### src/fan_pkg.sv
// constants for the two-channel fan speed control and tachometer block
// Contract
// - speed registers for both fans at 0x56, 0x57
// - bit 7 selects low or high clock
// - bits 6..1 duty code, high for code/64
// - code zero without override holds output low
// - code all ones gives 63 of 64 high
// - bit 0 forces output high, duty ignored
// - shared clock and divisor register at 0x58
// - two-bit count divisor per fan, bits 7..4
// - divisor two per fan after reset
// - multiplier bits 3, 2 double base clock
// - source select bits 1, 0 pick base
// - base rates 15.625k/23.438k or 40/60 Hz
// - both speed outputs low after reset
// - eight-bit count over one tach period
// - reference from slow pin or internal divider
// - count advances at reference over divisor
// - restart on tach rise or preload write
// - count saturates at 0xFF, never wraps
// - restart loads the programmed preload value
// - top two bits set raise enabled events
package fan_pkg;

    // ========================================
    // register indices (byte address = index * 4)
    localparam int unsigned IDX_PWM_CTRL_FIRST = 'h56;
    localparam int unsigned IDX_PWM_CTRL_SECOND = 'h57;
    localparam int unsigned IDX_PWM_CLOCK_DIVISOR_CTRL = 'h58;
    localparam int unsigned IDX_PRELOAD_FIRST = 'h59;
    localparam int unsigned IDX_PRELOAD_SECOND = 'h5A;
    localparam int unsigned IDX_COUNT_FIRST = 'h5B;
    localparam int unsigned IDX_COUNT_SECOND = 'h5C;
    localparam int unsigned IDX_EVENT_STATUS = 'h5D;
    localparam int unsigned IDX_WAKE_ENABLE_REG = 'h5E;
    localparam int unsigned IDX_MGMT_INT_ENABLE_REG = 'h5F;
    localparam int unsigned IDX_SLOW_CLOCK_CONFIG_REG = 'h60;
    localparam int unsigned ADDR_W = 12;

    // ========================================
    // field positions
    localparam int unsigned PWM_CLK_SEL_BIT = 7;
    localparam int unsigned PWM_DUTY_LSB = 1;
    localparam int unsigned PWM_FORCE_BIT = 0;
    localparam int unsigned DIV_FIELD_LSB_FIRST = 6;
    localparam int unsigned DIV_FIELD_LSB_SECOND = 4;
    localparam int unsigned MULT_BIT_FIRST = 3;
    localparam int unsigned MULT_BIT_SECOND = 2;
    localparam int unsigned SRC_BIT_FIRST = 1;
    localparam int unsigned SRC_BIT_SECOND = 0;
    localparam int unsigned EXT_PRESENT_BIT = 0;

    // ========================================
    // reset values
    localparam logic [7:0] PWM_CTRL_RST = 8'h00;
    localparam logic [7:0] DIVISOR_CTRL_RST = 8'h50;
    localparam logic [7:0] PRELOAD_RST = 8'h00;
    localparam logic [7:0] ENABLE_RST = 8'h00;
    localparam logic [7:0] SLOW_CLOCK_CFG_RST = 8'h00;

    // ========================================
    // timing
    localparam int unsigned CLK_HZ = 100_000_000;
    localparam int unsigned PWM_SLOTS = 64;
    localparam int unsigned PWM_FAST_LO_HZ = 15_625;
    localparam int unsigned PWM_FAST_HI_HZ = 23_438;
    localparam int unsigned PWM_SLOW_LO_HZ = 40;
    localparam int unsigned PWM_SLOW_HI_HZ = 60;
    localparam int unsigned SLOT_FAST_LO_CYC = CLK_HZ / (PWM_FAST_LO_HZ * PWM_SLOTS);
    localparam int unsigned SLOT_FAST_HI_CYC = CLK_HZ / (PWM_FAST_HI_HZ * PWM_SLOTS);
    localparam int unsigned SLOT_SLOW_LO_CYC = CLK_HZ / (PWM_SLOW_LO_HZ * PWM_SLOTS);
    localparam int unsigned SLOT_SLOW_HI_CYC = CLK_HZ / (PWM_SLOW_HI_HZ * PWM_SLOTS);
    localparam int unsigned SLOW_REF_HZ = 32_768;
    localparam int unsigned INT_REF_CYC = CLK_HZ / SLOW_REF_HZ;
    localparam logic [7:0] COUNT_MAX = 8'hFF;
    localparam logic [1:0] ALARM_BITS = 2'h3;

endpackage

### src/fan_pwm_tach.sv
// two-channel fan speed outputs and tachometer counters behind APB
`timescale 1ns/1ps
module fan_pwm_tach #(
    parameter int unsigned SLOT_SLOW_LO = fan_pkg::SLOT_SLOW_LO_CYC,
    parameter int unsigned SLOT_SLOW_HI = fan_pkg::SLOT_SLOW_HI_CYC
) (
    // clock and reset
    input wire logic CLOCK,
    input wire logic RST,
    // apb slave
    input wire logic PSEL,
    input wire logic PENABLE,
    input wire logic PWRITE,
    input wire logic [fan_pkg::ADDR_W-1:0] PADDR,
    input wire logic [31:0] PWDATA,
    output logic [31:0] PRDATA,
    output logic PREADY,
    output logic PSLVERR,
    // pins
    input wire logic EXT_SLOW_CLOCK_PIN,
    input wire logic TACH_IN_FIRST,
    input wire logic TACH_IN_SECOND,
    output logic PWM_OUT_FIRST,
    output logic PWM_OUT_SECOND,
    output logic WAKE_EVENT,
    output logic MGMT_INTERRUPT
);

    // ========================================
    // addresses
    localparam logic [fan_pkg::ADDR_W-1:0] A_PWM1 =
        fan_pkg::ADDR_W'(fan_pkg::IDX_PWM_CTRL_FIRST * 4);
    localparam logic [fan_pkg::ADDR_W-1:0] A_PWM2 =
        fan_pkg::ADDR_W'(fan_pkg::IDX_PWM_CTRL_SECOND * 4);
    localparam logic [fan_pkg::ADDR_W-1:0] A_DIV =
        fan_pkg::ADDR_W'(fan_pkg::IDX_PWM_CLOCK_DIVISOR_CTRL * 4);
    localparam logic [fan_pkg::ADDR_W-1:0] A_PRE1 =
        fan_pkg::ADDR_W'(fan_pkg::IDX_PRELOAD_FIRST * 4);
    localparam logic [fan_pkg::ADDR_W-1:0] A_PRE2 =
        fan_pkg::ADDR_W'(fan_pkg::IDX_PRELOAD_SECOND * 4);
    localparam logic [fan_pkg::ADDR_W-1:0] A_CNT1 =
        fan_pkg::ADDR_W'(fan_pkg::IDX_COUNT_FIRST * 4);
    localparam logic [fan_pkg::ADDR_W-1:0] A_CNT2 =
        fan_pkg::ADDR_W'(fan_pkg::IDX_COUNT_SECOND * 4);
    localparam logic [fan_pkg::ADDR_W-1:0] A_STS =
        fan_pkg::ADDR_W'(fan_pkg::IDX_EVENT_STATUS * 4);
    localparam logic [fan_pkg::ADDR_W-1:0] A_WEN =
        fan_pkg::ADDR_W'(fan_pkg::IDX_WAKE_ENABLE_REG * 4);
    localparam logic [fan_pkg::ADDR_W-1:0] A_MEN =
        fan_pkg::ADDR_W'(fan_pkg::IDX_MGMT_INT_ENABLE_REG * 4);
    localparam logic [fan_pkg::ADDR_W-1:0] A_SCK =
        fan_pkg::ADDR_W'(fan_pkg::IDX_SLOW_CLOCK_CONFIG_REG * 4);
    localparam logic [15:0] SLOT_FL = 16'(fan_pkg::SLOT_FAST_LO_CYC);
    localparam logic [15:0] SLOT_FH = 16'(fan_pkg::SLOT_FAST_HI_CYC);
    localparam logic [15:0] SLOT_SL = 16'(SLOT_SLOW_LO);
    localparam logic [15:0] SLOT_SH = 16'(SLOT_SLOW_HI);
    localparam logic [11:0] INT_REF_LAST = 12'(fan_pkg::INT_REF_CYC - 1);

    // ========================================
    // registers
    logic [7:0] pwm_ctrl_r [2];
    logic [7:0] div_ctrl_r;
    logic [7:0] preload_r [2];
    logic [7:0] count_r [2];
    logic [7:0] last_count_r [2];
    logic [1:0] event_status_r;
    logic [7:0] wake_en_r;
    logic [7:0] mgmt_en_r;
    logic [7:0] slow_cfg_r;
    logic [31:0] prdata_r;
    logic pready_r;
    logic pslverr_r;
    logic [1:0] pwm_out_r;
    logic wake_r;
    logic mgmt_r;

    logic setup;
    logic wr_en;
    logic mapped;
    logic [7:0] wdata;
    logic [1:0] tach_pin;
    logic [1:0] preload_wr;
    logic [1:0] alarm;
    logic [1:0] sts_clear;
    logic sts_wr;
    logic [31:0] rdata_nxt;

    assign setup = PSEL & ~PENABLE;
    assign wr_en = PSEL & PENABLE & PWRITE & pready_r;
    assign wdata = PWDATA[7:0];
    assign tach_pin = {TACH_IN_SECOND, TACH_IN_FIRST};
    assign preload_wr[0] = wr_en & (PADDR == A_PRE1);
    assign preload_wr[1] = wr_en & (PADDR == A_PRE2);
    // status is write one to clear; count registers ignore writes
    assign sts_wr = wr_en & (PADDR == A_STS);
    assign sts_clear = sts_wr ? wdata[1:0] : 2'h0;

    // ========================================
    // apb read mux and decode
    always_comb begin
        mapped = 1'b1;
        rdata_nxt = 32'h0000_0000;
        case (PADDR)
            A_PWM1: rdata_nxt[7:0] = pwm_ctrl_r[0];
            A_PWM2: rdata_nxt[7:0] = pwm_ctrl_r[1];
            A_DIV: rdata_nxt[7:0] = div_ctrl_r;
            A_PRE1: rdata_nxt[7:0] = preload_r[0];
            A_PRE2: rdata_nxt[7:0] = preload_r[1];
            A_CNT1: rdata_nxt[7:0] = last_count_r[0];
            A_CNT2: rdata_nxt[7:0] = last_count_r[1];
            A_STS: rdata_nxt[1:0] = event_status_r;
            A_WEN: rdata_nxt[7:0] = wake_en_r;
            A_MEN: rdata_nxt[7:0] = mgmt_en_r;
            A_SCK: rdata_nxt[7:0] = slow_cfg_r;
            default: mapped = 1'b0;
        endcase
    end

    // answer one cycle after setup: access phase completes at once
    always_ff @(posedge CLOCK or posedge RST) begin
        if (RST) begin
            pready_r <= 1'b0;
            pslverr_r <= 1'b0;
            prdata_r <= 32'h0000_0000;
        end else begin
            pready_r <= setup;
            pslverr_r <= setup & ~mapped;
            prdata_r <= (setup & ~PWRITE) ? rdata_nxt : 32'h0000_0000;
        end
    end

    // ========================================
    // software-written registers
    always_ff @(posedge CLOCK or posedge RST) begin
        if (RST) begin
            pwm_ctrl_r[0] <= fan_pkg::PWM_CTRL_RST;
            pwm_ctrl_r[1] <= fan_pkg::PWM_CTRL_RST;
            div_ctrl_r <= fan_pkg::DIVISOR_CTRL_RST;
            preload_r[0] <= fan_pkg::PRELOAD_RST;
            preload_r[1] <= fan_pkg::PRELOAD_RST;
            wake_en_r <= fan_pkg::ENABLE_RST;
            mgmt_en_r <= fan_pkg::ENABLE_RST;
            slow_cfg_r <= fan_pkg::SLOW_CLOCK_CFG_RST;
        end else if (wr_en) begin
            case (PADDR)
                A_PWM1: pwm_ctrl_r[0] <= wdata;
                A_PWM2: pwm_ctrl_r[1] <= wdata;
                A_DIV: div_ctrl_r <= wdata;
                A_PRE1: preload_r[0] <= wdata;
                A_PRE2: preload_r[1] <= wdata;
                A_WEN: wake_en_r <= {6'h00, wdata[1:0]};
                A_MEN: mgmt_en_r <= {6'h00, wdata[1:0]};
                A_SCK: slow_cfg_r <= {7'h00, wdata[0]};
                default: ;
            endcase
        end
    end

    // ========================================
    // slow reference: synchronised pin or internal divider
    logic ext_s1_r;
    logic ext_s2_r;
    logic ext_s3_r;
    logic [11:0] int_div_r;
    logic ref_tick;
    logic [2:0] ref_div_r;

    always_ff @(posedge CLOCK or posedge RST) begin
        if (RST) begin
            ext_s1_r <= 1'b0;
            ext_s2_r <= 1'b0;
            ext_s3_r <= 1'b0;
        end else begin
            ext_s1_r <= EXT_SLOW_CLOCK_PIN;
            ext_s2_r <= ext_s1_r;
            ext_s3_r <= ext_s2_r;
        end
    end

    always_ff @(posedge CLOCK or posedge RST) begin
        if (RST) begin
            int_div_r <= 12'h000;
        end else if (int_div_r == INT_REF_LAST) begin
            int_div_r <= 12'h000;
        end else begin
            int_div_r <= int_div_r + 12'h001;
        end
    end

    always_comb begin
        if (slow_cfg_r[fan_pkg::EXT_PRESENT_BIT]) begin
            ref_tick = ext_s2_r & ~ext_s3_r;
        end else begin
            ref_tick = (int_div_r == INT_REF_LAST);
        end
    end

    // shared prescaler for divide by 1, 2, 4, 8
    always_ff @(posedge CLOCK or posedge RST) begin
        if (RST) begin
            ref_div_r <= 3'h0;
        end else if (ref_tick) begin
            ref_div_r <= ref_div_r + 3'h1;
        end
    end

    // ========================================
    // per-channel pwm and tachometer
    genvar ch;
    generate
        for (ch = 0; ch < 2; ch++) begin : g_ch
            localparam int unsigned DLSB = (ch == 0) ?
                fan_pkg::DIV_FIELD_LSB_FIRST : fan_pkg::DIV_FIELD_LSB_SECOND;
            localparam int unsigned MBIT = (ch == 0) ?
                fan_pkg::MULT_BIT_FIRST : fan_pkg::MULT_BIT_SECOND;
            localparam int unsigned SBIT = (ch == 0) ?
                fan_pkg::SRC_BIT_FIRST : fan_pkg::SRC_BIT_SECOND;

            logic [15:0] slot_len;
            logic [15:0] slot_cnt_r;
            logic [5:0] slot_idx_r;
            logic [5:0] duty_code;
            logic [1:0] div_code;
            logic cnt_tick;
            logic t1_r;
            logic t2_r;
            logic t3_r;
            logic tach_rise;

            // base slot length from source, clock select, multiplier
            always_comb begin
                case ({div_ctrl_r[SBIT],
                       pwm_ctrl_r[ch][fan_pkg::PWM_CLK_SEL_BIT]})
                    2'b00: slot_len = SLOT_FL;
                    2'b01: slot_len = SLOT_FH;
                    2'b10: slot_len = SLOT_SL;
                    default: slot_len = SLOT_SH;
                endcase
                if (div_ctrl_r[MBIT]) begin
                    slot_len = slot_len >> 1;
                end
            end

            assign duty_code = pwm_ctrl_r[ch][fan_pkg::PWM_DUTY_LSB +: 6];

            always_ff @(posedge CLOCK or posedge RST) begin
                if (RST) begin
                    slot_cnt_r <= 16'h0000;
                    slot_idx_r <= 6'h00;
                end else if (slot_cnt_r >= slot_len - 16'h0001) begin
                    slot_cnt_r <= 16'h0000;
                    slot_idx_r <= slot_idx_r + 6'h01;
                end else begin
                    slot_cnt_r <= slot_cnt_r + 16'h0001;
                end
            end

            // high while slot index below the code: 0 never, 63 of 64 max
            always_ff @(posedge CLOCK or posedge RST) begin
                if (RST) begin
                    pwm_out_r[ch] <= 1'b0;
                end else if (pwm_ctrl_r[ch][fan_pkg::PWM_FORCE_BIT]) begin
                    pwm_out_r[ch] <= 1'b1;
                end else begin
                    pwm_out_r[ch] <= (slot_idx_r < duty_code);
                end
            end

            // tach pin synchroniser and rising edge
            always_ff @(posedge CLOCK or posedge RST) begin
                if (RST) begin
                    t1_r <= 1'b0;
                    t2_r <= 1'b0;
                    t3_r <= 1'b0;
                end else begin
                    t1_r <= tach_pin[ch];
                    t2_r <= t1_r;
                    t3_r <= t2_r;
                end
            end
            assign tach_rise = t2_r & ~t3_r;

            assign div_code = div_ctrl_r[DLSB +: 2];
            always_comb begin
                case (div_code)
                    2'b00: cnt_tick = ref_tick;
                    2'b01: cnt_tick = ref_tick & ref_div_r[0];
                    2'b10: cnt_tick = ref_tick & (&ref_div_r[1:0]);
                    default: cnt_tick = ref_tick & (&ref_div_r);
                endcase
            end

            always_ff @(posedge CLOCK or posedge RST) begin
                if (RST) begin
                    count_r[ch] <= fan_pkg::PRELOAD_RST;
                    last_count_r[ch] <= 8'h00;
                end else if (tach_rise) begin
                    last_count_r[ch] <= count_r[ch];
                    count_r[ch] <= preload_r[ch];
                end else if (preload_wr[ch]) begin
                    count_r[ch] <= wdata;
                end else if (cnt_tick && count_r[ch] != fan_pkg::COUNT_MAX) begin
                    count_r[ch] <= count_r[ch] + 8'h01;
                end
            end

            assign alarm[ch] = (count_r[ch][7:6] == fan_pkg::ALARM_BITS);
        end
    endgenerate

    // ========================================
    // sticky alarm status, write one to clear, set wins
    always_ff @(posedge CLOCK or posedge RST) begin
        if (RST) begin
            event_status_r <= 2'h0;
        end else begin
            event_status_r <= (event_status_r & ~sts_clear) | alarm;
        end
    end

    // wake event, masked per channel
    always_ff @(posedge CLOCK or posedge RST) begin
        if (RST) begin
            wake_r <= 1'b0;
        end else begin
            wake_r <= |(event_status_r & wake_en_r[1:0]);
        end
    end

    // management interrupt, masked per channel
    always_ff @(posedge CLOCK or posedge RST) begin
        if (RST) begin
            mgmt_r <= 1'b0;
        end else begin
            mgmt_r <= |(event_status_r & mgmt_en_r[1:0]);
        end
    end

    // ========================================
    // outputs
    assign PRDATA = prdata_r;
    assign PREADY = pready_r;
    assign PSLVERR = pslverr_r;
    assign PWM_OUT_FIRST = pwm_out_r[0];
    assign PWM_OUT_SECOND = pwm_out_r[1];
    assign WAKE_EVENT = wake_r;
    assign MGMT_INTERRUPT = mgmt_r;

endmodule // fan_pwm_tach

### config.mk
export PLATFORM = sky130hd
export DESIGN_NAME = fan_pwm_tach
export DESIGN_NICKNAME = d
export VERILOG_FILES = /design/src/fan_pkg.sv /design/src/fan_pwm_tach.sv
export SDC_FILE = /design/constraint.sdc
export NUM_CORES = 1
export LEC_CHECK = 0
export BUFFER_PORTS_ARGS = -buffer_cell sky130_fd_sc_hd__buf_2
export CAP_MARGIN = 20
export CORE_MARGIN = 3
export CORE_UTILIZATION = 60
export DETAILED_ROUTE_END_ITERATION = 7
export PLACE_DENSITY = 0.81
export SYNTH_ARGS = -nofsm -noshare
export SYNTH_HDL_FRONTEND = slang
export SYNTH_SLANG_ARGS = --single-unit
export TNS_END_PERCENT = 100
### constraint.sdc
create_clock -name CLOCK -period 7.75 [get_ports CLOCK]
set_input_delay 1.55 -clock CLOCK [delete_from_list [all_inputs] [get_ports CLOCK]]
set_output_delay 1.55 -clock CLOCK [all_outputs]
set_load 0.005 [all_outputs]
Word-level counts from Yosys, hierarchy flattened
Cells that the tools add are included.
W data, S select, Z words.
{"block": "totals", "wordCells": 143, "mem_bits_ro": 0, "n_memories": 0, "out_inout_bits": 38, "mem_bits_rw": 0, "latch_bits": 0, "ff_bits": 161}
{"block": "op_classes", "eq_ne": 24, "shift": 0, "add_sub_neg": 10, "n_lt_le_gt_ge": 4, "multipliers": 0, "n_mux": 23, "reduce_logical": 21, "bitwise": 26, "n_div": 0}
{"op": "$eq A12 B9 Y1 const B", "count": 11}
{"op": "$pmux W16 S3", "count": 2}
{"op": "$mux W16", "count": 4}
{"op": "$mux W8", "count": 7}
{"op": "$pmux W6 S7", "count": 1}
{"op": "$add A16 B1 Y16 const B", "count": 2}
{"op": "$ge A16 B16 Y1", "count": 2}
{"op": "$sub A16 B1 Y16 const B", "count": 2}
{"op": "$pmux W2 S11", "count": 1}
{"op": "$reduce_and A2 Y1", "count": 9}
{"op": "$add A8 B1 Y8 const B", "count": 2}
{"op": "$ne A8 B8 Y1 const B", "count": 2}
{"op": "$and A1 B1 Y1", "count": 15}
{"op": "$add A12 B1 Y12 const B", "count": 1}
{"op": "$add A6 B1 Y6 const B", "count": 2}
{"op": "$eq A12 B12 Y1 const B", "count": 1}
{"op": "$eq A2 B2 Y1 const B", "count": 6}
{"op": "$lt A6 B6 Y1", "count": 2}
{"op": "$mux W12", "count": 1}
{"op": "$reduce_or A11 Y1", "count": 1}
{"op": "$eq A2 B1 Y1 const B", "count": 4}
{"op": "$logic_not A2 Y1", "count": 4}
{"op": "$and A2 B2 Y2", "count": 3}
{"op": "$not A1 Y1", "count": 6}
{"op": "other kinds (10)", "count": 17}

Logic depth before layout (Yosys ltp)
Gate-level depths: netlist (run 1).
{"block": "depth", "ltp_word": 9, "mapped_depth": 19}

Least setup slack after synthesis (run 1)
Ideal clock, no wire load.
{"block": "synth_path", "path_kind": "flip-flop to flip-flop", "from": "register pwm_ctrl_r[7] (netlist bit)", "to": "register g_ch[1].slot_idx_r[1]", "setup_slack_ps": 3380, "setup_ps": 125, "n_path_buf": 1, "arrival_time_ps": 4245, "stages_incl_launch_ff": 18, "cell_sequence": "dfrtp_1 ha_1 clkbuf_1 inv_1 nor2_1 a21oi_1 ha_1 a21oi_1 or4_1 a21boi_2 o311ai_0 and2_1 o221a_2 ha_1 a21o_1 a21oi_1 o21ai_2 mux2_2"}
{"block": "synth_between", "elab_chain_cells": 5, "word_cells_on_any_way": 7, "cone_classes": "1 x add/sub; 1 x order compare; 2 x eq/ne; 2 x mux; 1 x reduce/logical"}
{"item": "start, declared", "line": "fan_pwm_tach.sv:61", "rtl": "logic [7:0] pwm_ctrl_r [2];"}
{"item": "$eq A2 B2 Y1, or another cell as far along", "line": "fan_pwm_tach.sv:232", "rtl": "case ({div_ctrl_r[SBIT],"}
{"item": "$pmux W16 S3 *", "line": "fan_pwm_tach.sv:232"}
{"item": "$mux W16 *", "line": "fan_pwm_tach.sv:239", "rtl": "if (div_ctrl_r[MBIT]) begin"}
{"item": "$sub A16 B1 Y16 *", "line": "fan_pwm_tach.sv:250", "rtl": "end else if (slot_cnt_r >= slot_len - 16'h0001) begin"}
{"item": "$ge A16 B16 Y1 *", "line": "fan_pwm_tach.sv:250"}
{"item": "end signal, assigned", "line": "fan_pwm_tach.sv:252", "rtl": "slot_idx_r <= slot_idx_r + 6'h01;"}
{"item": "end, declared", "line": "fan_pwm_tach.sv:221", "rtl": "logic [5:0] slot_idx_r;"}
Mark *: on every way between the ends. The rest lies on a longest branch, timed or not.
A chain may end at the register's enable or synchronous reset.

Worst setup path after layout (run 1)
Same ends and word-level chain as after synthesis.

==> results.py, run 1 <==
metrics = {
    "timing": {
        "finalCritPeriodShare_pct": 68.2,
        "rsz0062_at_grt": "false",
        "setup_ws_ps": 2470,
        "setup_viol": 0,
        "relSlewSlack_pct": 30.8,
        "fmax_mhz": 189,
        "slew_violations": 0,
        "setup_tns_ps": 0,
        "finalCriticalPeriod_ps": 5280,
        "hold_viol": 0,
        "worstMarginPinSlew_ps": 1040,
        "skew_ps": 8.21,
    },
    "grt": {
        "antenna_found_initial": 1,
        "grt_pass1_wl_um": 35600,
        "grt_max_degree": 103,
        "grt_pass1_vias": 7240,
        "overflow": 0,
        "grt_usage_pct": 25.0,
    },
    "routing": {
        "drt_iter0_drc": 578,
        "wl_per_cell_um": 16.7,
        "vias_per_cell": 5.90,
        "drc": 0,
        "routed_wl_um": 21500,
        "ant_nets": 0,
        "dr.pass1.iters": 5,
        "num_vias": 7604,
    },
    "floorplanning": {
        "io-pin-count": 90,
        "initial_core_util_pct": 62.1,
        "die_x_um": 132,
        "dieArea_mm2": 0.0175,
        "die_h_um": 132,
        "coreArea_mm2": 0.0154,
        "rows": 45,
    },
    "power_and_ir_drop": {
        "p_leak_nw": 5.01,
        "power.density_mw_per_mm2": 180,
        "p_total_mw": 1.90,
        "ir_drop_mv": 0.184,
    },
    "place": {
        "dp_hpwl_um": 14700,
        "numPortBuffers": 41,
        "place_congestion": 0.866,
        "placed_area_mm2": 0.00988,
        "dp_slack_ps": 2580,
    },
    "logic_synthesis": {
        "ys.flop_type": "dfrtp_1",
        "synth_edf_count": 0,
        "synthMostInstantiatedCell": "nand2_1",
        "syn_area_per_cell_um2": 9.28,
        "synth_top_cell_area_share_pct": 41.5,
        "synth_area_mm2": 0.00959,
        "yosys_warnings": 0,
        "ys_top_cells_by_area": "dfrtp_1, ha_1, nand2_1",
        "ys_seq_area_share_pct": 42.1,
        "synth_seq_cells": 161,
        "synthCells": 1033,
        "yosys.cell_types.count": 61,
        "synth_common_cells": "nand2_1, dfrtp_1, nor2_1",
        "asyncSetResetFlopFracSynth_pct": 100,
        "synth_top_cell_by_area": "dfrtp_1",
    },
    "worst_hold_path": {
        "holdCritPathClass": "register to register",
    },
    "clock_tree": {
        "ctsRootBufferMaster": "clkbuf_16",
        "clk_latency_ps": 440,
        "htreeDepth": 4,
        "numCtsBuffers": 17,
        "cts_resized": 0,
        "clk_pin_slew_worst_paths_ps": 70,
        "ctsHoldBuffers": 0,
        "post-cts-setup-buffers": 0,
        "clk_path_buf_depth": 2,
        "cts_tree": "done",
        "cts_sinks": 161,
    },
    "critical_path": {
        "worstRegToRegCells": 15,
        "worstSetupPathType": "register to register",
        "endpoint": "g_ch[1].slot_idx_r[1]$_DFFE_PP0P_",
        "critPathMaxFanout": 18,
        "endpoint_kind": "register",
        "crit_path_start_kind": "register",
        "r2r-start": "pwm_ctrl_r[7]$_DFFE_PP0P_",
        "arrival_ps": 5600,
        "reg2reg_slack_ps": 2470,
        "reg2reg_to": "g_ch[1].slot_idx_r[1]$_DFFE_PP0P_",
        "critPathLaunch": "pwm_ctrl_r[7]$_DFFE_PP0P_",
        "cp_data_required_time_ps": 8070,
    },
    "final_layout": {
        "finalNetCount": 1186,
        "drive_above_1_share_pct": 11.6,
        "area_delta_synth_final_pct": 9.96,
        "seq_area_mm2": 0.00403,
        "n_antenna_cell": 0,
        "multi_input_area_mm2": 0.00522,
        "n_fill_cell": 1217,
        "design_area_mm2": 0.0105,
    },
    "job": {
        "max-cap-violations": 0,
    },
    "outcome": {
        "status": "finished, final reports clean",
    },
}
[per-layer routing]
layer	GRT usage, %	vias up	wire length, µm
met5	0	-	13
met4	9.99	2	548
met3	6.60	48	1600
met2	39.0	292	9990
met1	33.6	3639	9340
li1	-	3623	-
[registers in the layout, summed over array words and instances, names as in the netlist, 12 cells and up]
name             count
int_div_r           12
last_count_r        16
g_ch.slot_cnt_r     32
preload_r           16
count_r             16
g_ch.duty_code      12
g_ch.slot_idx_r     12
[report_power, final]
part	internal, mW	total (mW)	switching [mW]
combinational	0.0255	0.0836	0.0581
clock	0.581	0.938	0.357
sequential	0.858	0.874	0.0160
[kinds of logic after synthesis]
| kind of cell | count (synthesis) | share of synthesized area [%] |
|---|---|---|
| AO/OA/AOI/OAI | 173 | 12.2 |
| XOR/XNOR | 63 | 5.76 |
| adder cells (fa/ha/maj) | 69 | 9.01 |
| buffers and inverters | 91 | 4.55 |
| flip-flops | 161 | 42.1 |
| multiplexers | 35 | 4.57 |
| other | 1 | 0.0391 |
| AND/OR/NAND/NOR | 440 | 21.8 |
[cell usage in the layout, fill, tap and decap left out, drive strengths merged, types with 10 or more instances in the layout]
| cell type | Yosys | routed |
|---|---|---|
| nand2 | 182 | 182 |
| xor2 | 31 | 31 |
| clkbuf | 24 | 20 |
| mux2i | 10 | 10 |
| mux2 | 20 | 20 |
| nor3 | 17 | 17 |
| o21ai | 43 | 43 |
| dfrtp | 159 | 159 |
| conb | 1 | 24 |
| xnor2 | 32 | 32 |
| a21o | 13 | 13 |
| a21oi | 47 | 47 |
| nand2b | 17 | 17 |
| inv | 34 | 36 |
| nand4 | 18 | 18 |
| buf | 33 | 46 |
| nand3 | 45 | 45 |
| nor2 | 98 | 98 |
| ha | 69 | 69 |
| nor2b | 15 | 15 |
[worst min-delay path by stage]
stage | startpoint | to | slack (ps) | depth (start not counted)
floorplan | ext_s1_r$_DFF_PP0_ | ext_s2_r$_DFF_PP0_ | 330 | 0
CTS | g_ch[1].t1_r$_DFF_PP0_ | g_ch[1].t2_r$_DFF_PP0_ | 350 | 0
finish | g_ch[1].t1_r$_DFF_PP0_ | g_ch[1].t2_r$_DFF_PP0_ | 350 | 0
global route | g_ch[0].t1_r$_DFF_PP0_ | g_ch[0].t2_r$_DFF_PP0_ | 350 | 0
detailed placement | g_ch[1].t1_r$_DFF_PP0_ | g_ch[1].t2_r$_DFF_PP0_ | 340 | 0
global placement | g_ch[1].t1_r$_DFF_PP0_ | g_ch[1].t2_r$_DFF_PP0_ | 330 | 0
[worst max-delay path, cell delays in order (launching register included)]
cell and delay, ps:
dfrtp_1 520, inv_1 210, ha_1 440, a21oi_1 240, ha_1 290, a21oi_1 90
or4_1 460, a21boi_2 230, o311ai_0 230, and2_1 220, o221a_2 280, ha_1 290
a21o_1 160, a21oi_1 680, o21ai_2 440, mux2_2 380
[cell type report]
cell class / instances / area share [%]
multi-input combinational: 804 / 49.5
sequential: 161 / 38.2
clock buffer: 19 / 4.20
tap: 211 / 2.50
timing repair buffer: 47 / 2.33
clock inverter: 13 / 1.97
inverter: 34 / 1.26
[through the flow]
step	cells	utilization, %	hold WS (ps)
finish	1289	68.3	351
global route	1289	68.3	355
CTS	1287	68.3	350
floorplan	1056	-	331
global placement	1255	64.0	333
detailed placement	1255	64.0	336
Power figures use the tool's default switching activity.
==> run 2: changes to the inputs <==
- CORE_UTILIZATION: 60 -> 54
- PLACE_DENSITY: 0.81 -> 0.77
- clock period: 7.75 -> 4.3 ns (I/O delays scaled with it)
==> run 2 against run 1 <==
Effect of this change: via count is 1.2% lower; clock skew is 2.2 ps higher; utilization shrank 6.6 points; combinational power grew 83%; worst setup slack worse by 2200 ps; cell area up 1.7%; hold slack got worse by 1.3 ps; global-route usage decreased by 2.3 points; wire length is 0.60% lower; sequential share of layout area is 0.65 points lower; fmax up 31%; clock power is 77% higher; critical path type unchanged; largest cell class unchanged; highest routed layer is now met4.
==> results.py, run 2 (synthesis results as in run 1) <==
metrics = {
    "timing": {
        "finalCriticalPeriod_ps": 4040,
        "setup_ws_ps": 264,
        "rsz0062_at_grt": "false",
        "slew_violations": 0,
        "setup_tns_ps": 0,
        "hold_ws_ps": 349,
        "hold_viol": 0,
        "finalCritPeriodShare_pct": 93.9,
        "skew_ps": 10.4,
        "fmax_mhz": 248,
        "relSlewSlack_pct": 34.5,
        "setup_viol": 0,
        "worstMarginPinSlew_ps": 982,
    },
    "final_layout": {
        "top_register": "g_ch.slot_cnt_r",
        "largest_reg_flops": 32,
        "area_delta_synth_final_pct": 11.9,
        "n_fill_cell": 1400,
        "finalNetCount": 1204,
        "design_area_mm2": 0.0107,
        "final_cell_mix": "nand2_1, dfrtp_1, nor2_1",
        "post-route-util_pct": 61.8,
        "drive_above_1_share_pct": 13.3,
        "n_antenna_cell": 0,
        "final_common_cell": "nand2_1",
    },
    "critical_path": {
        "worstSetupPathType": "register to register",
        "critPathMaxFanout": 6,
        "cpPeakStageDelay_ps": 460,
        "endpoint_kind": "register",
        "crit_path_start_kind": "register",
        "crit_path_top_delay_cell": "or4_1",
        "crit_chain": "inv_1, ha_1, a21oi_2, ha_1, a21oi_1, or4_1, a21boi_2, o311ai_0, a21oi_1, xor2_1, ha_1, nand4_1, a211oi_2, a2111oi_4, buf_4, or4_1, nand4_1",
        "cpMostUsedCell": "ha_1",
        "cp_data_required_time_ps": 4660,
        "arrival_ps": 4400,
    },
    "power_and_ir_drop": {
        "power_switching_mw": 0.769,
        "p_leak_nw": 5.10,
        "seqPwrFrac_pct": 46.5,
        "clkPwrFrac_pct": 49.0,
        "ir_drop_mv": 0.295,
        "p_int_mw": 2.62,
        "p_sw_share_pct": 22.7,
        "power.density_mw_per_mm2": 316,
        "comb_power_share_pct": 4.5,
    },
    "grt": {
        "grt_usage_pct": 22.7,
        "grt_max_degree": 162,
        "overflow": 0,
        "grt_pass1_vias": 7112,
        "grt_pass1_wl_um": 35800,
        "antenna_found_initial": 0,
    },
    "place": {
        "place_congestion": 0.886,
        "numPortBuffers": 41,
        "dp_slack_ps": 47.3,
        "placed_area_mm2": 0.0100,
        "dp_hpwl_um": 14900,
    },
    "clock_tree": {
        "cts_resized": 0,
        "cts_sinks": 161,
        "clk_latency_ps": 430,
        "htreeDepth": 4,
        "cts_tree": "done",
        "clk_path_buf_depth": 2,
        "clk_pin_slew_worst_paths_ps": 60,
        "ctsHoldBuffers": 0,
        "numCtsBuffers": 17,
        "ctsRootBufferMaster": "clkbuf_16",
        "post-cts-setup-buffers": 0,
    },
    "floorplanning": {
        "coreArea_mm2": 0.0174,
        "dieArea_mm2": 0.0194,
        "die_x_um": 139,
        "rows": 48,
        "initial_core_util_pct": 55.2,
        "io-pin-count": 90,
        "die_h_um": 139,
    },
    "routing": {
        "ant_nets": 0,
        "routed_wl_um": 21400,
        "dr.pass1.iters": 6,
        "wl_per_cell_um": 16.2,
        "vias_per_cell": 5.69,
        "drt_iter0_drc": 720,
        "drc": 0,
        "num_vias": 7514,
    },
    "outcome": {
        "status": "finished, final reports clean",
    },
    "job": {
        "max-cap-violations": 0,
    },
    "worst_hold_path": {
        "holdCritPathClass": "register to register",
    },
}
==> run 2: changes by cell type in the layout (fill, tap and decap cells not counted), sizes merged <==
cell / previous run / this run
bufinv: 5 / 4
buf: 46 / 64
clkbuf: 20 / 22
clkinvlp: 1 / 3
clkinv: 5 / 2
==> run 2: path summary, 6_finish.rpt <==
kind	start	endpoint	slack, ps	cells past startpoint
max	div_ctrl_r[0]$_DFFE_PP0P_	g_ch[1].slot_idx_r[3]$_DFFE_PP0P_	260	17
min	ext_s1_r$_DFF_PP0_	ext_s2_r$_DFF_PP0_	350	0
max reg2reg	div_ctrl_r[0]$_DFFE_PP0P_	g_ch[1].slot_idx_r[3]$_DFFE_PP0P_	260	17
min reg2reg	ext_s1_r$_DFF_PP0_	ext_s2_r$_DFF_PP0_	350	0
max in group asynchronous	RST	pwm_ctrl_r[0]$_DFFE_PP0P_	2920	3
min in group asynchronous	RST	PWM_OUT_FIRST$_DFF_PP0_	560	3
==> run 2: worst max-delay path, delay by kind of cell, from the launching register on <==
family / cells / cell delay (ps)
AOI/OAI and AO/OA: 7 / 1200
buffers and inverters: 2 / 290
adders and majority gates: 3 / 840
xor gates and xnor gates: 1 / 110
and+or+nand+nor: 4 / 1120
DFF: 1 / 420
==> run 2: power groups by stage <==
stage,logic [mW],registers (mW),clock network [mW]
after floorplan,0.117,1.59,0
after global placement,0.150,1.60,0
after detailed placement,0.152,1.60,0
after CTS,0.154,1.57,1.68
after global routing,0.174,1.58,1.77
final,0.153,1.57,1.66
==> run 2: cell type report <==
type | count | area, µm² | share of cell area [%]
clock buffer | 21 | 470 | 4.39
timing repair buffer | 65 | 395 | 3.69
inverter | 34 | 131 | 1.23
sequential | 161 | 4030 | 37.6
clock inverter | 11 | 175 | 1.63
tap | 225 | 282 | 2.63
multi-input combinational | 804 | 5240 | 48.8
==> run 2: per-layer routing <==
| metal | part of all wire (%) | up-vias | GRT usage [%] |
|---|---|---|---|
| li1 | - | 3671 | - |
| met2 | 47 | 241 | 35.9 |
| met5 | 0 | - | 0 |
| met3 | 6.6 | 42 | 5.02 |
| met1 | 45 | 3560 | 31.3 |
| met4 | 1.9 | 0 | 7.42 |
==> run 2: per-stage QoR <==
stage | power, mW | instances
final | 3.39 | 1321
after global routing | 3.52 | 1321
after floorplan | 1.71 | 1056
after global placement | 1.75 | 1287
after detailed placement | 1.75 | 1287
after CTS | 3.41 | 1319
==> run 3: changes to the inputs <==
- ABC_AREA: unset -> 1
- CORE_UTILIZATION: 54 -> 55
==> run 3 against run 2 <==
Effect of this change: total power grew 5.0%; sequential cell count did not move; sequential power up 7%; fmax rose by 4.1%; utilization increased by 0.43 points.
==> results.py, run 3 <==
metrics = {
    "outcome": {
        "status": "finished, final reports clean",
    },
    "logic_synthesis": {
        "synth_edf_count": 0,
        "syn_area_per_cell_um2": 7.61,
        "asyncSetResetFlopFracSynth_pct": 100,
        "yosys.cell_types.count": 43,
        "synthCells": 1327,
        "yosys_warnings": 0,
        "synth_top_cell_area_share_pct": 39.4,
        "synth_top_cell_by_area": "dfrtp_1",
        "ys_top_cells_by_area": "dfrtp_1, nand2_1, ha_1",
        "synth_area_mm2": 0.0101,
        "synthMostInstantiatedCell": "nand2_1",
        "synth_seq_cells": 161,
        "ys_seq_area_share_pct": 39.9,
        "synth_common_cells": "nand2_1, dfrtp_1, inv_1",
        "ys.flop_type": "dfrtp_1",
    },
    "clock_tree": {
        "cts_resized": 0,
        "cts_tree": "done",
        "ctsHoldBuffers": 0,
        "numCtsBuffers": 17,
        "clk_path_buf_depth": 2,
        "clk_latency_ps": 440,
        "cts_sinks": 161,
        "post-cts-setup-buffers": 0,
        "htreeDepth": 4,
        "clk_pin_slew_worst_paths_ps": 70,
        "ctsRootBufferMaster": "clkbuf_16",
    },
    "worst_hold_path": {
        "holdCritPathClass": "register to register",
        "holdCritStartpoint": "g_ch[0].t1_r$_DFF_PP0_",
        "min_path_cells": 0,
        "hold_end": "g_ch[0].t2_r$_DFF_PP0_",
    },
    "final_layout": {
        "largest_reg_flops": 32,
        "final_common_cell": "nand2_1",
        "multi_input_area_mm2": 0.00526,
        "n_fill_cell": 1546,
        "top_register": "g_ch.slot_cnt_r",
        "drive_above_1_share_pct": 8.98,
        "n_antenna_cell": 0,
        "final_cell_mix": "nand2_1, dfrtp_1, inv_1",
        "area_delta_synth_final_pct": 8.73,
        "finalNetCount": 1478,
        "seq_area_mm2": 0.00403,
    },
    "floorplanning": {
        "coreArea_mm2": 0.0177,
        "rows": 48,
        "dieArea_mm2": 0.0200,
        "die_h_um": 142,
        "die_x_um": 142,
        "io-pin-count": 90,
        "initial_core_util_pct": 57.2,
    },
    "critical_path": {
        "worstRegToRegCells": 24,
        "cp_top_family": "simple AND/OR/NAND/NOR gates",
        "critPathMaxFanout": 17,
        "crit_path_top_delay_cell": "dfrtp_1",
        "r2r-start": "div_ctrl_r[0]$_DFFE_PP0P_",
        "cpMostUsedCell": "nand2_1",
        "endpoint_kind": "register",
        "worstSetupPathType": "register to register",
        "cp_data_required_time_ps": 4630,
        "cpPeakStageDelay_ps": 510,
        "crit_path_start_kind": "register",
        "reg2reg_to": "g_ch[1].slot_idx_r[2]$_DFFE_PP0P_",
        "arrival_ps": 4210,
        "crit_chain": "inv_1, ha_1, or2_2, o21ai_0, ha_1, inv_1, nor3_1, or2_2, nand2_2, nand2_1, nand2_1, nand2_1, nand2_1, ha_1, nand2_1, inv_1, nand3_1, nor3_1, nand3_1, nand3_4, buf_12, nand2_1, nand2_1, nand2_1",
        "reg2reg_slack_ps": 420,
        "worst-path-buf-inv": 4,
        "cp_num_cells": 24,
    },
    "grt": {
        "grt_usage_pct": 24.8,
        "grt_pass1_vias": 8302,
        "grt_pass1_wl_um": 40200,
        "overflow": 0,
        "antenna_found_initial": 0,
        "grt_max_degree": 95,
    },
    "timing": {
        "fmax_mhz": 258,
        "hold_viol": 0,
        "finalCriticalPeriod_ps": 3880,
        "setup_viol": 0,
        "rsz0062_at_grt": "false",
        "setup_tns_ps": 0,
        "relSlewSlack_pct": 45.2,
        "slew_violations": 0,
        "skew_ps": 10.6,
        "worstMarginPinSlew_ps": 819,
        "finalCritPeriodShare_pct": 90.2,
        "hold_ws_ps": 351,
    },
    "routing": {
        "num_vias": 8847,
        "dr.pass1.iters": 6,
        "ant_nets": 0,
        "drt_iter0_drc": 774,
        "vias_per_cell": 5.55,
        "routed_wl_um": 23900,
        "drc": 0,
        "wl_per_cell_um": 15.0,
    },
    "place": {
        "place_congestion": 0.918,
        "dp_hpwl_um": 17400,
        "numPortBuffers": 41,
    },
    "power_and_ir_drop": {
        "p_leak_nw": 5.56,
        "power.density_mw_per_mm2": 324,
        "p_total_mw": 3.56,
        "ir_drop_mv": 0.349,
    },
    "job": {
        "max-cap-violations": 0,
    },
}
[run 3: changes by cell type after synthesis, sizes merged, moves of 12 or more]
cell | before | now
nand2 | 182 | 376
inv | 34 | 141
nand3 | 45 | 133
o21ai | 43 | 80
nand4 | 18 | 42
nor3 | 17 | 39
mux2 | 20 | 2
nand2b | 17 | 0
xnor2 | 32 | 15
nor2b | 15 | 0
buf | 33 | 47
a21o | 13 | 0
clkbuf | 24 | 12
[run 3: layout make-up]
cell class                      count  area share (%)
Multi-Input combinational cell    987            47.9
Sequential cell                   161            36.7
Tap cell                          225            2.56
Clock inverter                     15            1.54
Clock buffer                       17            3.87
Inverter                          143            4.92
Timing Repair Buffer               47            2.51
[run 3: per-stage QoR]
stage	std cells	setup WS (ps)	util, %	cell area, µm²
6_report	1595	423	62.2	11000
5_1_grt	1595	39.3	62.2	11000
3_5_place_dp	1563	356	58.8	10400
4_1_cts	1595	301	62.2	11000
2_1_floorplan	1350	950	-	10200
3_3_place_gp	1563	488	58.8	10400
[run 3: cell families (layout without fill, tap and decap cells)]
| family | count (synthesis) | in the layout | share of synthesized area (%) |
|---|---|---|---|
| flip-flops | 161 | 161 | 39.9 |
| AO/OA/AOI/OAI | 138 | 138 | 7.46 |
| multiplexers | 3 | 3 | 0.322 |
| XOR/XNOR | 40 | 40 | 3.47 |
| AND/OR/NAND/NOR | 713 | 713 | 31.3 |
| buffers and inverters | 202 | 222 | 8.95 |
| adder cells (fa/ha/maj) | 69 | 69 | 8.55 |
| other | 1 | 24 | 0.0371 |
[run 3: worst max-delay path by stage]
stage	startpoint	endpoint	slack [ps]
global placement	pwm_ctrl_r[7]$_DFFE_PP0P_	g_ch[1].slot_idx_r[0]$_DFFE_PP0P_	490
finish	div_ctrl_r[0]$_DFFE_PP0P_	g_ch[1].slot_idx_r[2]$_DFFE_PP0P_	420
floorplan	pwm_ctrl_r[7]$_DFFE_PP0P_	g_ch[1].slot_idx_r[3]$_DFFE_PP0P_	950
global route	div_ctrl_r[0]$_DFFE_PP0P_	g_ch[1].slot_idx_r[4]$_DFFE_PP0P_	40
CTS	pwm_ctrl_r[7]$_DFFE_PP0P_	g_ch[1].slot_idx_r[4]$_DFFE_PP0P_	300
detailed placement	pwm_ctrl_r[7]$_DFFE_PP0P_	g_ch[1].slot_idx_r[4]$_DFFE_PP0P_	360
[run 3: per-layer routing]
layer | GRT usage, % | routed length, µm | up-vias
li1 | - | - | 4352
met5 | 0 | 0 | -
met4 | 10.2 | 768 | 0
met1 | 32.2 | 9980 | 4138
met3 | 4.79 | 1530 | 60
met2 | 40.8 | 11700 | 297
[run 3: power breakdown]
part	switching (mW)	total, mW	internal (mW)
sequential	0.0845	1.68	1.60
combinational	0.226	0.359	0.133
clock	0.736	1.52	0.780
[run 3: worst reg2reg max path: cells and delay by family, from the launching register on]
family                     cells  cell delay (ps)
and+or+nand+nor               16             1920
adders and majority gates      3              790
AOI/OAI and AO/OA              1              150
DFF                            1              510
buffers and inverters          4              410
